File: config.mk
export PLATFORM = sky130hd
export DESIGN_NAME = ssr_master_rx
export DESIGN_NICKNAME = d
export VERILOG_FILES = /design/src/ssr_pkg.sv /design/src/ssr_rxq_if.sv /design/src/ssr_rx_fifo.sv /design/src/ssr_master_rx.sv
export SDC_FILE = /design/constraint.sdc
export NUM_CORES = 1
export LEC_CHECK = 0
export BUFFER_PORTS_ARGS = -buffer_cell sky130_fd_sc_hd__buf_2
export CAP_MARGIN = 20
export CORE_MARGIN = 8
export CORE_UTILIZATION = 40
export CTS_CLUSTER_DIAMETER = 60
export DETAILED_ROUTE_END_ITERATION = 12
export GPL_TIMING_DRIVEN = 0
export PLACE_DENSITY_LB_ADDON = 0.12
export SETUP_SLACK_MARGIN = 0.3
export SKIP_LAST_GASP = 1
export SLEW_MARGIN = 5
export SYNTH_ARGS = -nofsm -noshare
export SYNTH_HDL_FRONTEND = slang
export SYNTH_SLANG_ARGS = --single-unit
File: constraint.sdc
create_clock -name ref_clk -period 2.7 [get_ports ref_clk]
set_input_delay 0.54 -clock ref_clk [delete_from_list [all_inputs] [get_ports ref_clk]]
set_output_delay 0.54 -clock ref_clk [all_outputs]
set_load 0.01 [all_outputs]
File: src/ssr_pkg.sv
package ssr_pkg;
	// ---------------------------------------------------------------
	// register indices (byte address = 4 * index)
	// ---------------------------------------------------------------
	localparam logic [7:0] IDX_INT_CTRL = 8'h0b;
	localparam logic [7:0] IDX_IRQ_FLAGS = 8'h0c;
	localparam logic [7:0] IDX_IRQ_ENABLES = 8'h8c;
	localparam logic [7:0] IDX_RX_STATUS_CTRL = 8'h18;
	localparam logic [7:0] IDX_BAUD_DIVISOR = 8'h19;
	localparam logic [7:0] IDX_RX_FIFO = 8'h1a;
	localparam logic [7:0] IDX_SERIAL_MODE = 8'h1b;

	// ---------------------------------------------------------------
	// field positions
	// ---------------------------------------------------------------
	localparam int BIT_GLOBAL_IRQ_EN = 7;
	localparam int BIT_PERIPH_IRQ_EN = 6;
	localparam int BIT_RECEIVE_FLAG = 5;
	localparam int BIT_RECEIVE_IRQ_EN = 5;
	localparam int BIT_PORT_EN = 7;
	localparam int BIT_NINE_BIT_EN = 6;
	localparam int BIT_SINGLE_RX_EN = 5;
	localparam int BIT_CONT_RX_EN = 4;
	localparam int BIT_OVERRUN = 1;
	localparam int BIT_NINTH_RX = 0;
	localparam int BIT_CLK_SOURCE = 7;
	localparam int BIT_SYNC_MODE = 4;

	// ---------------------------------------------------------------
	// reset values and sizes
	// ---------------------------------------------------------------
	localparam logic [7:0] RST_INT_CTRL = 8'h00;
	localparam logic [7:0] RST_IRQ_FLAGS = 8'h00;
	localparam logic [7:0] RST_IRQ_ENABLES = 8'h00;
	localparam logic [7:0] RST_RX_STATUS_CTRL = 8'h00;
	localparam logic [7:0] RST_BAUD_DIVISOR = 8'h00;
	localparam logic [7:0] RST_SERIAL_MODE = 8'h00;
	localparam int DATA_BITS = 8;
	localparam int FIFO_DEPTH = 2;
	localparam int WB_ADR_BITS = 10;
endpackage

File: src/ssr_rxq_if.sv
`timescale 1ns/10ps
interface ssr_rxq_if #(
	parameter int WIDTH = 9
);
	logic push;
	logic [WIDTH-1:0] push_data;
	logic pop;
	logic [WIDTH-1:0] head;
	logic full;
	logic empty;

	modport producer (output push, output push_data, output pop, input head, input full, input empty);
	modport store (input push, input push_data, input pop, output head, output full, output empty);
endinterface

File: src/ssr_rx_fifo.sv
`timescale 1ns/10ps
module ssr_rx_fifo
	import ssr_pkg::*;
#(
	parameter int WIDTH = 9,
	parameter int DEPTH = FIFO_DEPTH
) (
	// clock and reset
	input wire logic ref_clk,
	input wire logic rst,
	// queue port
	ssr_rxq_if.store q
);
	localparam int PW = (DEPTH > 1) ? $clog2(DEPTH) : 1;
	localparam logic [PW:0] DEPTH_C = (PW+1)'(DEPTH);
	localparam logic [PW-1:0] LAST_C = PW'(DEPTH - 1);

	logic [WIDTH-1:0] mem [DEPTH];
	logic [PW-1:0] wr_ptr;
	logic [PW-1:0] rd_ptr;
	logic [PW:0] count;
	logic do_push;
	logic do_pop;

	assign do_pop = q.pop && (count != '0);
	// a full queue refuses the word; caller flags the overrun
	assign do_push = q.push && (count != DEPTH_C); // [RULE_10]

	always_ff @(posedge ref_clk) begin
		if (do_push) begin
			mem[wr_ptr] <= q.push_data;
		end
	end

	always_ff @(posedge ref_clk) begin
		if (rst) begin
			wr_ptr <= '0;
			rd_ptr <= '0;
		end else begin
			if (do_push) begin
				wr_ptr <= (wr_ptr == LAST_C) ? '0 : wr_ptr + 1'b1;
			end
			if (do_pop) begin
				rd_ptr <= (rd_ptr == LAST_C) ? '0 : rd_ptr + 1'b1;
			end
		end
	end

	always_ff @(posedge ref_clk) begin
		if (rst) begin
			count <= '0;
		end else if (do_push && !do_pop) begin
			count <= count + 1'b1;
		end else if (do_pop && !do_push) begin
			count <= count - 1'b1;
		end
	end

	assign q.head = (count == '0) ? '0 : mem[rd_ptr];
	assign q.full = (count == DEPTH_C);
	assign q.empty = (count == '0);
endmodule

File: src/ssr_master_rx.sv
// Functional notes
// [RULE_01] In sync mode, reception starts when single or continuous enable is set.
// [RULE_02] Data line is sampled on each falling edge of the generated clock.
// [RULE_03] Single enable alone receives exactly one word, then clocking stops.
// [RULE_04] Continuous enable receives words back to back until software clears it.
// [RULE_05] With both enables set, continuous reception wins.
// [RULE_06] After the last bit the shifted word moves into the queue if room.
// [RULE_07] A word entering the queue sets the receive flag, flags bit 5.
// [RULE_08] Receive interrupt request only while enables bit 5 is set.
// [RULE_09] Receive flag is read-only, cleared by hardware once the queue is empty.
// [RULE_10] Queue holds two words; a third may shift in meanwhile.
// [RULE_11] Queue still full at a third word's last bit sets overrun, word dropped.
// [RULE_12] Overrun clears only when software clears the continuous enable.
// [RULE_13] While overrun is set, no word enters the queue.
// [RULE_14] Ninth bit queues with its word; a data read exposes the next one.
// [RULE_15] Software reads status before data for the same word.
// [RULE_16] Software may read data twice to drain both queued words.
// [RULE_17] Setup order: divisor, then mode/port/clock source, then irq and nine-bit.
// [RULE_18] Software clears both enables before setup, then sets one.
// [RULE_19] Global and peripheral irq enables must also be set for the processor.
// [RULE_20] Serial clock runs at the divisor rate only while reception runs.
`timescale 1ns/10ps
module ssr_master_rx
	import ssr_pkg::*;
#(
	parameter int QUEUE_DEPTH = FIFO_DEPTH
) (
	// clock and reset
	input wire logic ref_clk,
	input wire logic rst,
	// wishbone slave
	input wire logic wb_cyc,
	input wire logic wb_stb,
	input wire logic wb_we,
	input wire logic [WB_ADR_BITS-1:0] wb_adr,
	input wire logic [3:0] wb_sel,
	input wire logic [31:0] wb_wdata,
	output logic [31:0] wb_rdata,
	output logic wb_ack,
	// serial link
	output logic serial_clk_out,
	output logic serial_clk_oe,
	input wire logic serial_data_in,
	output logic serial_data_out,
	output logic serial_data_oe,
	// interrupt request
	output logic rx_irq
);
	typedef enum logic {
		ST_IDLE,
		ST_SHIFT
	} ssr_state_e;

	// ---------------------------------------------------------------
	// registers and state
	// ---------------------------------------------------------------
	logic [7:0] interrupt_control;
	logic [7:0] peripheral_irq_flags;
	logic [7:0] peripheral_irq_enables;
	logic [7:0] baud_divisor;
	logic [7:0] serial_mode;
	logic serial_port_enable;
	logic nine_bit_receive_enable;
	logic single_receive_enable;
	logic continuous_receive_enable;
	logic overrun_error_flag;
	logic receive_flag;
	logic ninth_rx_bit;
	ssr_state_e state;
	logic [7:0] div_cnt;
	logic clk_q;
	logic [3:0] bit_cnt;
	logic [DATA_BITS:0] receive_shift_register;
	logic word_done;
	logic word_done_q;
	logic din_meta;
	logic din_sync;

	// ---------------------------------------------------------------
	// bus decode
	// ---------------------------------------------------------------
	logic [7:0] idx;
	logic req;
	logic acc;
	logic wr_acc;
	logic rd_fifo;
	logic [7:0] next_rdata;
	logic [7:0] rx_status_byte;

	ssr_rxq_if #(.WIDTH(DATA_BITS + 1)) rxq ();

	ssr_rx_fifo #(
		.WIDTH(DATA_BITS + 1),
		.DEPTH(QUEUE_DEPTH)
	) u_fifo (
		.ref_clk(ref_clk),
		.rst(rst),
		.q(rxq.store)
	);

	assign idx = wb_adr[WB_ADR_BITS-1:2];
	assign req = wb_cyc && wb_stb;
	// writes and pops act at the edge where the master sees ack
	assign acc = req && wb_ack;
	assign wr_acc = acc && wb_we && wb_sel[0];
	assign rd_fifo = acc && !wb_we && (idx == IDX_RX_FIFO);

	always_comb begin
		rx_status_byte = 8'h00;
		rx_status_byte[BIT_PORT_EN] = serial_port_enable;
		rx_status_byte[BIT_NINE_BIT_EN] = nine_bit_receive_enable;
		rx_status_byte[BIT_SINGLE_RX_EN] = single_receive_enable;
		rx_status_byte[BIT_CONT_RX_EN] = continuous_receive_enable;
		rx_status_byte[BIT_OVERRUN] = overrun_error_flag;
		rx_status_byte[BIT_NINTH_RX] = ninth_rx_bit;
	end

	always_comb begin
		case (idx)
			IDX_INT_CTRL: next_rdata = interrupt_control;
			IDX_IRQ_FLAGS: next_rdata = peripheral_irq_flags | (8'(receive_flag) << BIT_RECEIVE_FLAG); // [RULE_07]
			IDX_IRQ_ENABLES: next_rdata = peripheral_irq_enables;
			IDX_RX_STATUS_CTRL: next_rdata = rx_status_byte;
			IDX_BAUD_DIVISOR: next_rdata = baud_divisor;
			IDX_RX_FIFO: next_rdata = rxq.head[DATA_BITS-1:0];
			IDX_SERIAL_MODE: next_rdata = serial_mode;
			default: next_rdata = 8'h00;
		endcase
	end

	always_ff @(posedge ref_clk) begin
		if (rst) begin
			wb_ack <= 1'b0;
		end else begin
			wb_ack <= req && !wb_ack;
		end
	end

	always_ff @(posedge ref_clk) begin
		if (rst) begin
			wb_rdata <= 32'h0000_0000;
		end else if (req && !wb_ack && !wb_we) begin
			wb_rdata <= {24'h00_0000, next_rdata};
		end
	end

	// ---------------------------------------------------------------
	// software registers
	// ---------------------------------------------------------------
	always_ff @(posedge ref_clk) begin
		if (rst) begin
			interrupt_control <= RST_INT_CTRL;
			peripheral_irq_enables <= RST_IRQ_ENABLES;
			baud_divisor <= RST_BAUD_DIVISOR;
			serial_mode <= RST_SERIAL_MODE;
			serial_port_enable <= RST_RX_STATUS_CTRL[BIT_PORT_EN];
			nine_bit_receive_enable <= RST_RX_STATUS_CTRL[BIT_NINE_BIT_EN];
			continuous_receive_enable <= RST_RX_STATUS_CTRL[BIT_CONT_RX_EN];
		end else if (wr_acc) begin
			case (idx)
				IDX_INT_CTRL: interrupt_control <= wb_wdata[7:0];
				IDX_IRQ_ENABLES: peripheral_irq_enables <= wb_wdata[7:0];
				IDX_BAUD_DIVISOR: baud_divisor <= wb_wdata[7:0];
				IDX_SERIAL_MODE: serial_mode <= wb_wdata[7:0];
				IDX_RX_STATUS_CTRL: begin
					serial_port_enable <= wb_wdata[BIT_PORT_EN];
					nine_bit_receive_enable <= wb_wdata[BIT_NINE_BIT_EN];
					continuous_receive_enable <= wb_wdata[BIT_CONT_RX_EN];
				end
				default: ;
			endcase
		end
	end

	// hardware drops the single enable after its word; a write in that cycle wins
	always_ff @(posedge ref_clk) begin
		if (rst) begin
			single_receive_enable <= RST_RX_STATUS_CTRL[BIT_SINGLE_RX_EN];
		end else if (wr_acc && idx == IDX_RX_STATUS_CTRL) begin
			single_receive_enable <= wb_wdata[BIT_SINGLE_RX_EN];
		end else if (word_done && !continuous_receive_enable) begin
			single_receive_enable <= 1'b0; // [RULE_03]
		end
	end

	// only the receive flag is hardware owned; other flag bits are plain storage
	always_ff @(posedge ref_clk) begin
		if (rst) begin
			peripheral_irq_flags <= RST_IRQ_FLAGS;
		end else if (wr_acc && idx == IDX_IRQ_FLAGS) begin
			peripheral_irq_flags <= wb_wdata[7:0] & ~(8'h01 << BIT_RECEIVE_FLAG); // [RULE_09]
		end
	end

	// ---------------------------------------------------------------
	// data pin synchroniser
	// ---------------------------------------------------------------
	always_ff @(posedge ref_clk) begin
		if (rst) begin
			din_meta <= 1'b0;
			din_sync <= 1'b0;
		end else begin
			din_meta <= serial_data_in;
			din_sync <= din_meta;
		end
	end

	// ---------------------------------------------------------------
	// master clock generator and shifter
	// ---------------------------------------------------------------
	logic sync_master;
	logic run;
	logic half_tick;
	logic last_bit;

	assign sync_master = serial_port_enable && serial_mode[BIT_SYNC_MODE] && serial_mode[BIT_CLK_SOURCE];
	assign run = sync_master && (single_receive_enable || continuous_receive_enable); // [RULE_01]
	assign half_tick = (state == ST_SHIFT) && (div_cnt == 8'h00);
	assign last_bit = (bit_cnt == (nine_bit_receive_enable ? 4'(DATA_BITS) : 4'(DATA_BITS - 1)));
	// falling edge of the generated clock is the sample point
	assign word_done = half_tick && clk_q && last_bit && run; // [RULE_02]

	always_ff @(posedge ref_clk) begin
		if (rst) begin
			state <= ST_IDLE;
			div_cnt <= 8'h00;
			clk_q <= 1'b0;
			bit_cnt <= 4'h0;
		end else begin
			case (state)
				ST_IDLE: begin
					clk_q <= 1'b0;
					bit_cnt <= 4'h0;
					div_cnt <= baud_divisor;
					if (run) begin
						state <= ST_SHIFT; // [RULE_01]
					end
				end
				ST_SHIFT: begin
					if (!run) begin
						// enable cleared mid-word: the partial word is dropped
						state <= ST_IDLE;
						clk_q <= 1'b0;
					end else if (half_tick) begin
						div_cnt <= baud_divisor; // [RULE_20]
						clk_q <= ~clk_q;
						if (clk_q) begin
							if (last_bit) begin
								bit_cnt <= 4'h0;
								// continuous has priority over single
								if (!continuous_receive_enable) begin
									state <= ST_IDLE; // [RULE_03] [RULE_05]
								end
							end else begin
								bit_cnt <= bit_cnt + 4'h1; // [RULE_04]
							end
						end
					end else begin
						div_cnt <= div_cnt - 8'h01;
					end
				end
				default: state <= ST_IDLE;
			endcase
		end
	end

	// lsb first; the ninth bit lands in the top position
	always_ff @(posedge ref_clk) begin
		if (rst) begin
			receive_shift_register <= '0;
		end else if (half_tick && clk_q && run) begin
			receive_shift_register[bit_cnt] <= din_sync; // [RULE_02]
		end
	end

	always_ff @(posedge ref_clk) begin
		if (rst) begin
			word_done_q <= 1'b0;
		end else begin
			word_done_q <= word_done;
		end
	end

	// ---------------------------------------------------------------
	// queue transfer, overrun and flags
	// ---------------------------------------------------------------
	logic overrun_hit;

	assign overrun_hit = word_done_q && !overrun_error_flag && rxq.full; // [RULE_11]
	assign rxq.push = word_done_q && !overrun_error_flag && !rxq.full; // [RULE_06] [RULE_13]
	assign rxq.push_data = {nine_bit_receive_enable && receive_shift_register[DATA_BITS],
		receive_shift_register[DATA_BITS-1:0]}; // [RULE_14]
	assign rxq.pop = rd_fifo; // [RULE_14]

	// set wins over the clear made by dropping the continuous enable
	always_ff @(posedge ref_clk) begin
		if (rst) begin
			overrun_error_flag <= RST_RX_STATUS_CTRL[BIT_OVERRUN];
		end else if (overrun_hit) begin
			overrun_error_flag <= 1'b1; // [RULE_11]
		end else if (!continuous_receive_enable) begin
			overrun_error_flag <= 1'b0; // [RULE_12]
		end
	end

	assign receive_flag = !rxq.empty; // [RULE_07] [RULE_09]
	assign ninth_rx_bit = rxq.head[DATA_BITS]; // [RULE_14]
	assign rx_irq = receive_flag && peripheral_irq_enables[BIT_RECEIVE_IRQ_EN]
		&& interrupt_control[BIT_GLOBAL_IRQ_EN] && interrupt_control[BIT_PERIPH_IRQ_EN]; // [RULE_08] [RULE_19]

	// ---------------------------------------------------------------
	// pins
	// ---------------------------------------------------------------
	assign serial_clk_out = clk_q; // [RULE_20]
	assign serial_clk_oe = sync_master;
	// receive only: the data pin is never driven
	assign serial_data_out = 1'b0;
	assign serial_data_oe = 1'b0;

	logic [8:0] flag_view;
	assign flag_view = {1'b0, peripheral_irq_flags} | (9'(receive_flag) << BIT_RECEIVE_FLAG);
endmodule

==> results of run 1 <==
==> state kept, by name (all words and copies together), names as in the netlist, 2 cells and up, named ones only <==
name / flops
bit_cnt: 4
div_cnt: 8
baud_divisor: 8
u_fifo.mem: 18
wb_rdata: 8
serial_mode: 8
peripheral_irq_enables: 8
peripheral_irq_flags: 7
u_fifo.count: 2
receive_shift_register: 9
interrupt_control: 8
==> layer usage <==
layer,vias up,share of wire,track usage
li1,2062,-,-
met1,1997,0.47,0.221
met2,136,0.45,0.267
met3,10,0.069,0.0422
met4,0,0.010,0.0560
met5,-,0,0
==> cells in the mapped netlist (4+ instances only) <==
master,number
dfxtp_1,84
nand2_1,55
mux2i_1,50
a21oi_1,31
buf_4,27
clkbuf_1,22
nand3_1,21
o21ai_0,21
edfxtp_1,18
nor2_1,17
nand4_1,13
inv_1,12
a22oi_1,10
nor2b_1,10
nor4_1,8
o32ai_1,8
or3_1,8
a31o_2,7
nor3_1,7
o2bb2ai_1,7
ha_1,6
o21ai_1,6
o22ai_1,6
and2_1,5
buf_1,5
and3_1,4
or4_1,4
==> layout make-up <==
class	instances	area (µm²)
Clock inverter	7	62.6
Timing Repair Buffer	33	165
Inverter	13	48.8
Tap cell	172	215
Clock buffer	9	225
Buffer	60	353
Sequential cell	102	2220
Fill cell	1245	6670
Multi-Input combinational cell	384	2550
==> cell families (layout without fill, tap and decap cells) <==
| kind of cell | Yosys count | after routing | share of synthesized area |
|---|---|---|---|
| simple gates | 172 | 172 | 0.189 |
| compound gates | 121 | 121 | 0.160 |
| flops | 102 | 102 | 0.437 |
| buf+inv | 73 | 122 | 0.0791 |
| mux | 54 | 54 | 0.110 |
| fa+ha+maj | 6 | 6 | 0.0148 |
| xor+xnor | 5 | 5 | 0.00862 |
| other cells | 1 | 26 | 0.000738 |
==> stage by stage <==
stage          setup slack [ns]  hold slack, ns
4_1_cts                   0.451           0.382
5_1_grt                   0.364           0.408
3_5_place_dp             0.0722           0.440
2_1_floorplan             0.479           0.414
6_report                  0.498           0.395
3_3_place_gp             0.0925           0.432
==> worst max-delay path by stage <==
stage / from / to / slack [ns] / cells after the start
after floorplan: wb_adr[4] / u_fifo.count[1]$_SDFFE_PP0P_ / 0.48 / 7
after global placement: wb_adr[4] / u_fifo.count[1]$_SDFFE_PP0P_ / 0.09 / 8
after detailed placement: wb_adr[4] / u_fifo.count[1]$_SDFFE_PP0P_ / 0.07 / 8
after CTS: wb_adr[4] / u_fifo.count[1]$_SDFFE_PP0P_ / 0.45 / 8
after global routing: wb_ack$_SDFF_PP0_ / interrupt_control[5]$_SDFFE_PP0P_ / 0.36 / 6
final: wb_adr[7] / u_fifo.count[1]$_SDFFE_PP0P_ / 0.50 / 8
==> power by group through the flow <==
stage	Sequential [mW]	Clock [mW]	Combinational (mW)
floorplan	1.58	0	0.114
global placement	1.58	0	0.170
detailed placement	1.58	0	0.172
CTS	1.54	1.31	0.172
global route	1.54	1.37	0.191
finish	1.54	1.27	0.176
==> worst max-delay path, stage by stage <==
cell	delay [ns]
buf_2	0.10
nor3b_2	0.33
and2_1	0.18
clkbuf_1	0.29
nand4_1	0.16
ha_1	0.36
or3_1	0.38
a21oi_1	0.14
==> key figures, run 1 <==
Run status
  • Outcome: complete, no violations

STA
  • Worst Tran Pin Value: 0.772 ns
  • Part of the cycle the worst path needs: 0.816
  • Fmax achieved: 0.454 GHz
  • Tmin final: 2.20 ns
  • Rel. slew slack: 0.484
  • Final Hold Violating Endpoints: 0
  • Worst clock skew: 0.00588 ns
  • Setup TNS: 0 ns
  • Max Slew Vio Count: 0
  • Final setup vio count: 0
  • RSZ-0062 raised after global routing: no

Synth
  • Sequential element share of the synthesized area: 0.437
  • Synthesized area: 0.00508 mm²
  • Syn Area/Cell: 9.51 µm²
  • Post-synth cell types: 65
  • Cell count after synthesis: 534
  • Ys flop type: dfxtp_1
  • Post-synth ARST share: 0
  • #FFs+latches synth: 102
  • EDFF count, synth: 18
  • Yosys top cell area share: 0.331
  • Synth area leader: dfxtp_1
  • Largest cells by area after synthesis: dfxtp_1 (33%), edfxtp_1 (11%), mux2i_1 (9.9%)
  • Ys Warns: 0

Global route
  • Global Route Usage Sum: 0.169
  • Largest net degree at the start of global routing: 20
  • Vias in the first global route: 4008
  • Initial antenna violation count: 0
  • Remaining Overflow, GRT: 0
  • First-pass GRT wire length: 21500 µm

Die
  • Die area: 0.0166 mm²
  • Die H: 129 µm
  • Io pins: 90
  • Placeable Area: 0.0125 mm²
  • Initial core utilization: 0.406
  • Row cnt: 41
  • Die width: 129 µm

Power and ir drop
  • PwrDens: 511 mW/mm²
  • Tot Pwr: 2.99 mW
  • Psw: 739 µW
  • Sequential cell fraction of total power: 0.517
  • Combinational Power Share: 0.059
  • Leakage: 2.21 nW
  • Int Pwr: 2.25 mW
  • Switching part of the total: 0.247
  • Clk pwr share: 0.425
  • Peak supply drop: 0.000279 V

Critical path
  • Worst setup SP type: primary input
  • Setup CP Type: primary input to flip-flop
  • R2R cell count: 6
  • Critical Path RT: 2.98 ns
  • Top fanout value on the critical path: 8
  • Worst EP arrival: 2.48 ns
  • Crit. End Element: flip-flop
  • End of the worst register-to-register path: interrupt_control[4]$_SDFFE_PP0P_
  • FF-to-FF setup slack: 0.54 ns
  • Reg2reg start: wb_ack$_SDFF_PP0_

Finish
  • Commonest non-fill, non-tap cell in the layout: dfxtp_1
  • Final non-filler cell area: 0.00585 mm²
  • Fin util: 0.467
  • Synthesis-to-layout area growth: 15.1%
  • Most frequent cells in the layout: dfxtp_1 (84), nand2_1 (55), mux2i_1 (50), buf_2 (35), a21oi_1 (31)
  • Share of cells above drive strength 1: 0.179
  • Finished Layout Cells: 780
  • Antenna Diode Count: 0
  • Final #Nets: 661

Routing
  • Detail Route Antenna Nets: 0
  • Via count: 4205
  • Drt total wl: 13600 µm
  • Vias per cell: 5.39
  • WL/cell: 17.5 µm
  • First-pass DRT Iterations: 5
  • DR iter-0 viols: 293
  • Drt drc: 0

Clock network
  • Clock Latency Late Sink: 0.35 ns
  • CTS Buf Count: 9
  • Cts hold-fix bufs: 0
  • CTS tree: yes
  • Clock buffer depth: 2
  • Post-CTS Resized: 0
  • TritonCTS Sinks: 102
  • Post-CTS setup buffers: 0
  • Reg clk slew, reported paths: 0.07 ns
  • Clock root buffer: clkbuf_16
  • H-tree depth: 3

Placed design
  • Hpwl dp: 10100 µm
  • Port buffer count: 33
  • Cell count after placement: 764
  • Placed cell area: 0.00555 mm²
  • Placer congestion estimate: 0.821

Hold path
  • Worst Hold End: din_meta$_SDFF_PP0_
  • Min-delay src: serial_data_in
  • Worst min path class: primary input to flip-flop
  • Hold path depth: 2

Job
  • Max_cap viols: 0
Power figures use the tool's default switching activity.
==> inputs of run 2 (changes only) <==
==> constraint.sdc (replaced) <==
create_clock -name ref_clk -period 1.82 [get_ports ref_clk]
set_input_delay 0.364 -clock ref_clk [delete_from_list [all_inputs] [get_ports ref_clk]]
set_output_delay 0.364 -clock ref_clk [all_outputs]
set_load 0.01 [all_outputs]
==> run 2 against run 1 <==
Net effect:
- the flow now finishes with violations (setup timing)
- critical path depth is 3 lower
- register-to-register slack worse by 0.63 ns
- die area stayed put
- critical endpoint is now single_receive_enable$_SDFFE_PP0P_
- highest routed layer unchanged
==> key figures, run 2 (same netlist as run 1, synthesis figures left out) <==
Critical path
  • Crit. End Element: flip-flop
  • Setup CP Type: flip-flop to flip-flop
  • Top fanout value on the critical path: 5 (-3)
  • Worst EP arrival: 2.15 ns (-0.33 ns)
  • Critical Path RT: 2.05 ns (-0.93 ns)
  • Worst setup SP type: flip-flop
  • R2R cell count: 5 (-1)

Power and ir drop
  • Switching part of the total: 0.236 (-0.0111)
  • Peak supply drop: 0.000416 V (+49%)
  • Int Pwr: 3.42 mW (+52%)
  • Leakage: 2.63 nW (+19%)
  • Psw: 1.06 mW (+43%)
  • Sequential cell fraction of total power: 0.510 (-0.007)
  • Combinational Power Share: 0.070 (+0.011)
  • PwrDens: 653 mW/mm² (+28%)
  • Tot Pwr: 4.48 mW (+50%)
  • Clk pwr share: 0.421 (-0.004)

Routing
  • WL/cell: 18.1 µm (+3.5%)
  • DR iter-0 viols: 329 (+12%)
  • Vias per cell: 5.35 (-0.75%)
  • Detail Route Antenna Nets: 0 (unchanged)
  • Via count: 4393 (+4.5%)
  • Drt drc: 0 (unchanged)
  • First-pass DRT Iterations: 8 (+3)
  • Drt total wl: 14800 µm (+8.9%)

Clock network
  • Clock Latency Late Sink: 0.35 ns (about the same)
  • Clock buffer depth: 2 (unchanged)
  • Cts hold-fix bufs: 0 (unchanged)
  • TritonCTS Sinks: 102 (unchanged)
  • Clock root buffer: clkbuf_16
  • Reg clk slew, reported paths: 0.07 ns (about the same)
  • CTS tree: yes
  • H-tree depth: 3 (unchanged)
  • CTS Buf Count: 9 (unchanged)

Finish
  • Largest register FFs: 18 (unchanged)
  • Synthesis-to-layout area growth: 35.2%
  • Finished Layout Cells: 821 (+5.3%)
  • Largest regs: u_fifo.mem x18, receive_shift_register x9
  • Most frequent cells in the layout: dfxtp_1 (72), buf_4 (64), nand2_1 (54), mux2i_1 (49), buf_2 (31)
  • Commonest non-fill, non-tap cell in the layout: dfxtp_1
  • Most flops, register: u_fifo.mem
  • Share of cells above drive strength 1: 0.376 (+0.197)
  • Final #Nets: 702 (+6.2%)
  • Antenna Diode Count: 0 (unchanged)

Global route
  • Vias in the first global route: 4269 (+6.5%)
  • Largest net degree at the start of global routing: 18 (-10%)
  • Global Route Usage Sum: 0.176 (+0.00680)
  • Initial antenna violation count: 0 (unchanged)
  • Remaining Overflow, GRT: 0 (unchanged)
  • First-pass GRT wire length: 22800 µm (+6.2%)

Hold path
  • Hold path depth: 2 (unchanged)
  • Worst min path class: primary input to flip-flop

Die
  • Die H: 129 µm (unchanged)
  • Io pins: 90 (unchanged)
  • Initial core utilization: 0.406 (unchanged)
  • Row cnt: 41 (unchanged)
  • Placeable Area: 0.0125 mm² (unchanged)
  • Die width: 129 µm (unchanged)
  • Die area: 0.0166 mm² (unchanged)

STA
  • Final worst-path setup slack: -0.0933 ns (-0.591 ns)
  • Tmin final: 1.91 ns
  • Worst Tran Pin Value: 0.807 ns (+0.0348 ns)
  • Final Hold Violating Endpoints: 0 (unchanged)
  • Fmax achieved: 0.523 GHz
  • Final setup vio count: 13 (+13)
  • Worst clock skew: 0.00578 ns (-0.000104 ns)
  • Part of the cycle the worst path needs: 1.05
  • Setup TNS: -0.841 ns (-0.841 ns)
  • Max Slew Vio Count: 0 (unchanged)
  • RSZ-0062 raised after global routing: yes
  • Rel. slew slack: 0.460 (-0.0241)
  • Hold WS: 0.220 ns (-0.175 ns)

Placed design
  • Placer congestion estimate: 0.813 (-0.93%)
  • Hpwl dp: 10200 µm (+1.7%)
  • Port buffer count: 33 (unchanged)
  • Setup WS pre-CTS: -0.526 ns (-0.599 ns)
  • Cell count after placement: 764 (unchanged)

Job
  • Max_cap viols: 0 (unchanged)

Run status
  • Outcome: finished with violations
  • Failing checks: setup timing
run 2: layout make-up:
cell class	count	area [µm²]
Multi-Input combinational cell	384	3040
Fill cell	1138	5650
Tap cell	172	215
Clock buffer	12	259
Sequential cell	102	2250
Buffer	60	488
Inverter	13	48.8
Clock inverter	4	31.3
Timing Repair Buffer	74	538
run 2: worst max-delay path, stage by stage (launching register included):
cell	delay [ns]
dfxtp_4	0.35
or4_4	0.53
buf_8	0.16
or4_4	0.49
nor3b_2	0.17
o32ai_1	0.10
run 2: power groups by stage:
stage                     Combinational, mW  Sequential, mW  Clock [mW]
final                                 0.312            2.28        1.88
after global routing                  0.332            2.28        2.03
after CTS                             0.276            2.28        1.95
after detailed placement              0.260            2.34           0
after global placement                0.258            2.34           0
after floorplan                       0.174            2.34           0
run 2: through the flow:
step                       util  area (µm²)
after floorplan               -        5360
after global placement    0.458        5740
after detailed placement  0.458        5740
after CTS                 0.512        6410
after global routing      0.549        6870
final                     0.549        6870
run 2: path summary, 6_finish.rpt:
path / start / to / slack (ns)
hold reg to reg: din_meta$_SDFF_PP0_ / din_sync$_SDFF_PP0_ / 0.44
hold / removal: serial_data_in / din_meta$_SDFF_PP0_ / 0.22
setup / recovery: div_cnt[3]$_SDFFE_PP0P_ / single_receive_enable$_SDFFE_PP0P_ / -0.09
setup reg to reg: div_cnt[3]$_SDFFE_PP0P_ / single_receive_enable$_SDFFE_PP0P_ / -0.09
run 2: per-layer routing:
metal	GRT usage	wire, µm
met1	0.233	6890
met3	0.0385	793
met4	0.0781	370
met2	0.269	6790
met5	0	0
run 2: repair_timing:
item,4_1_cts,5_1_grt
setup buffers,20,21
gates resized for setup,58,82
setup endpoints to repair,96,87
pin swaps,23,27
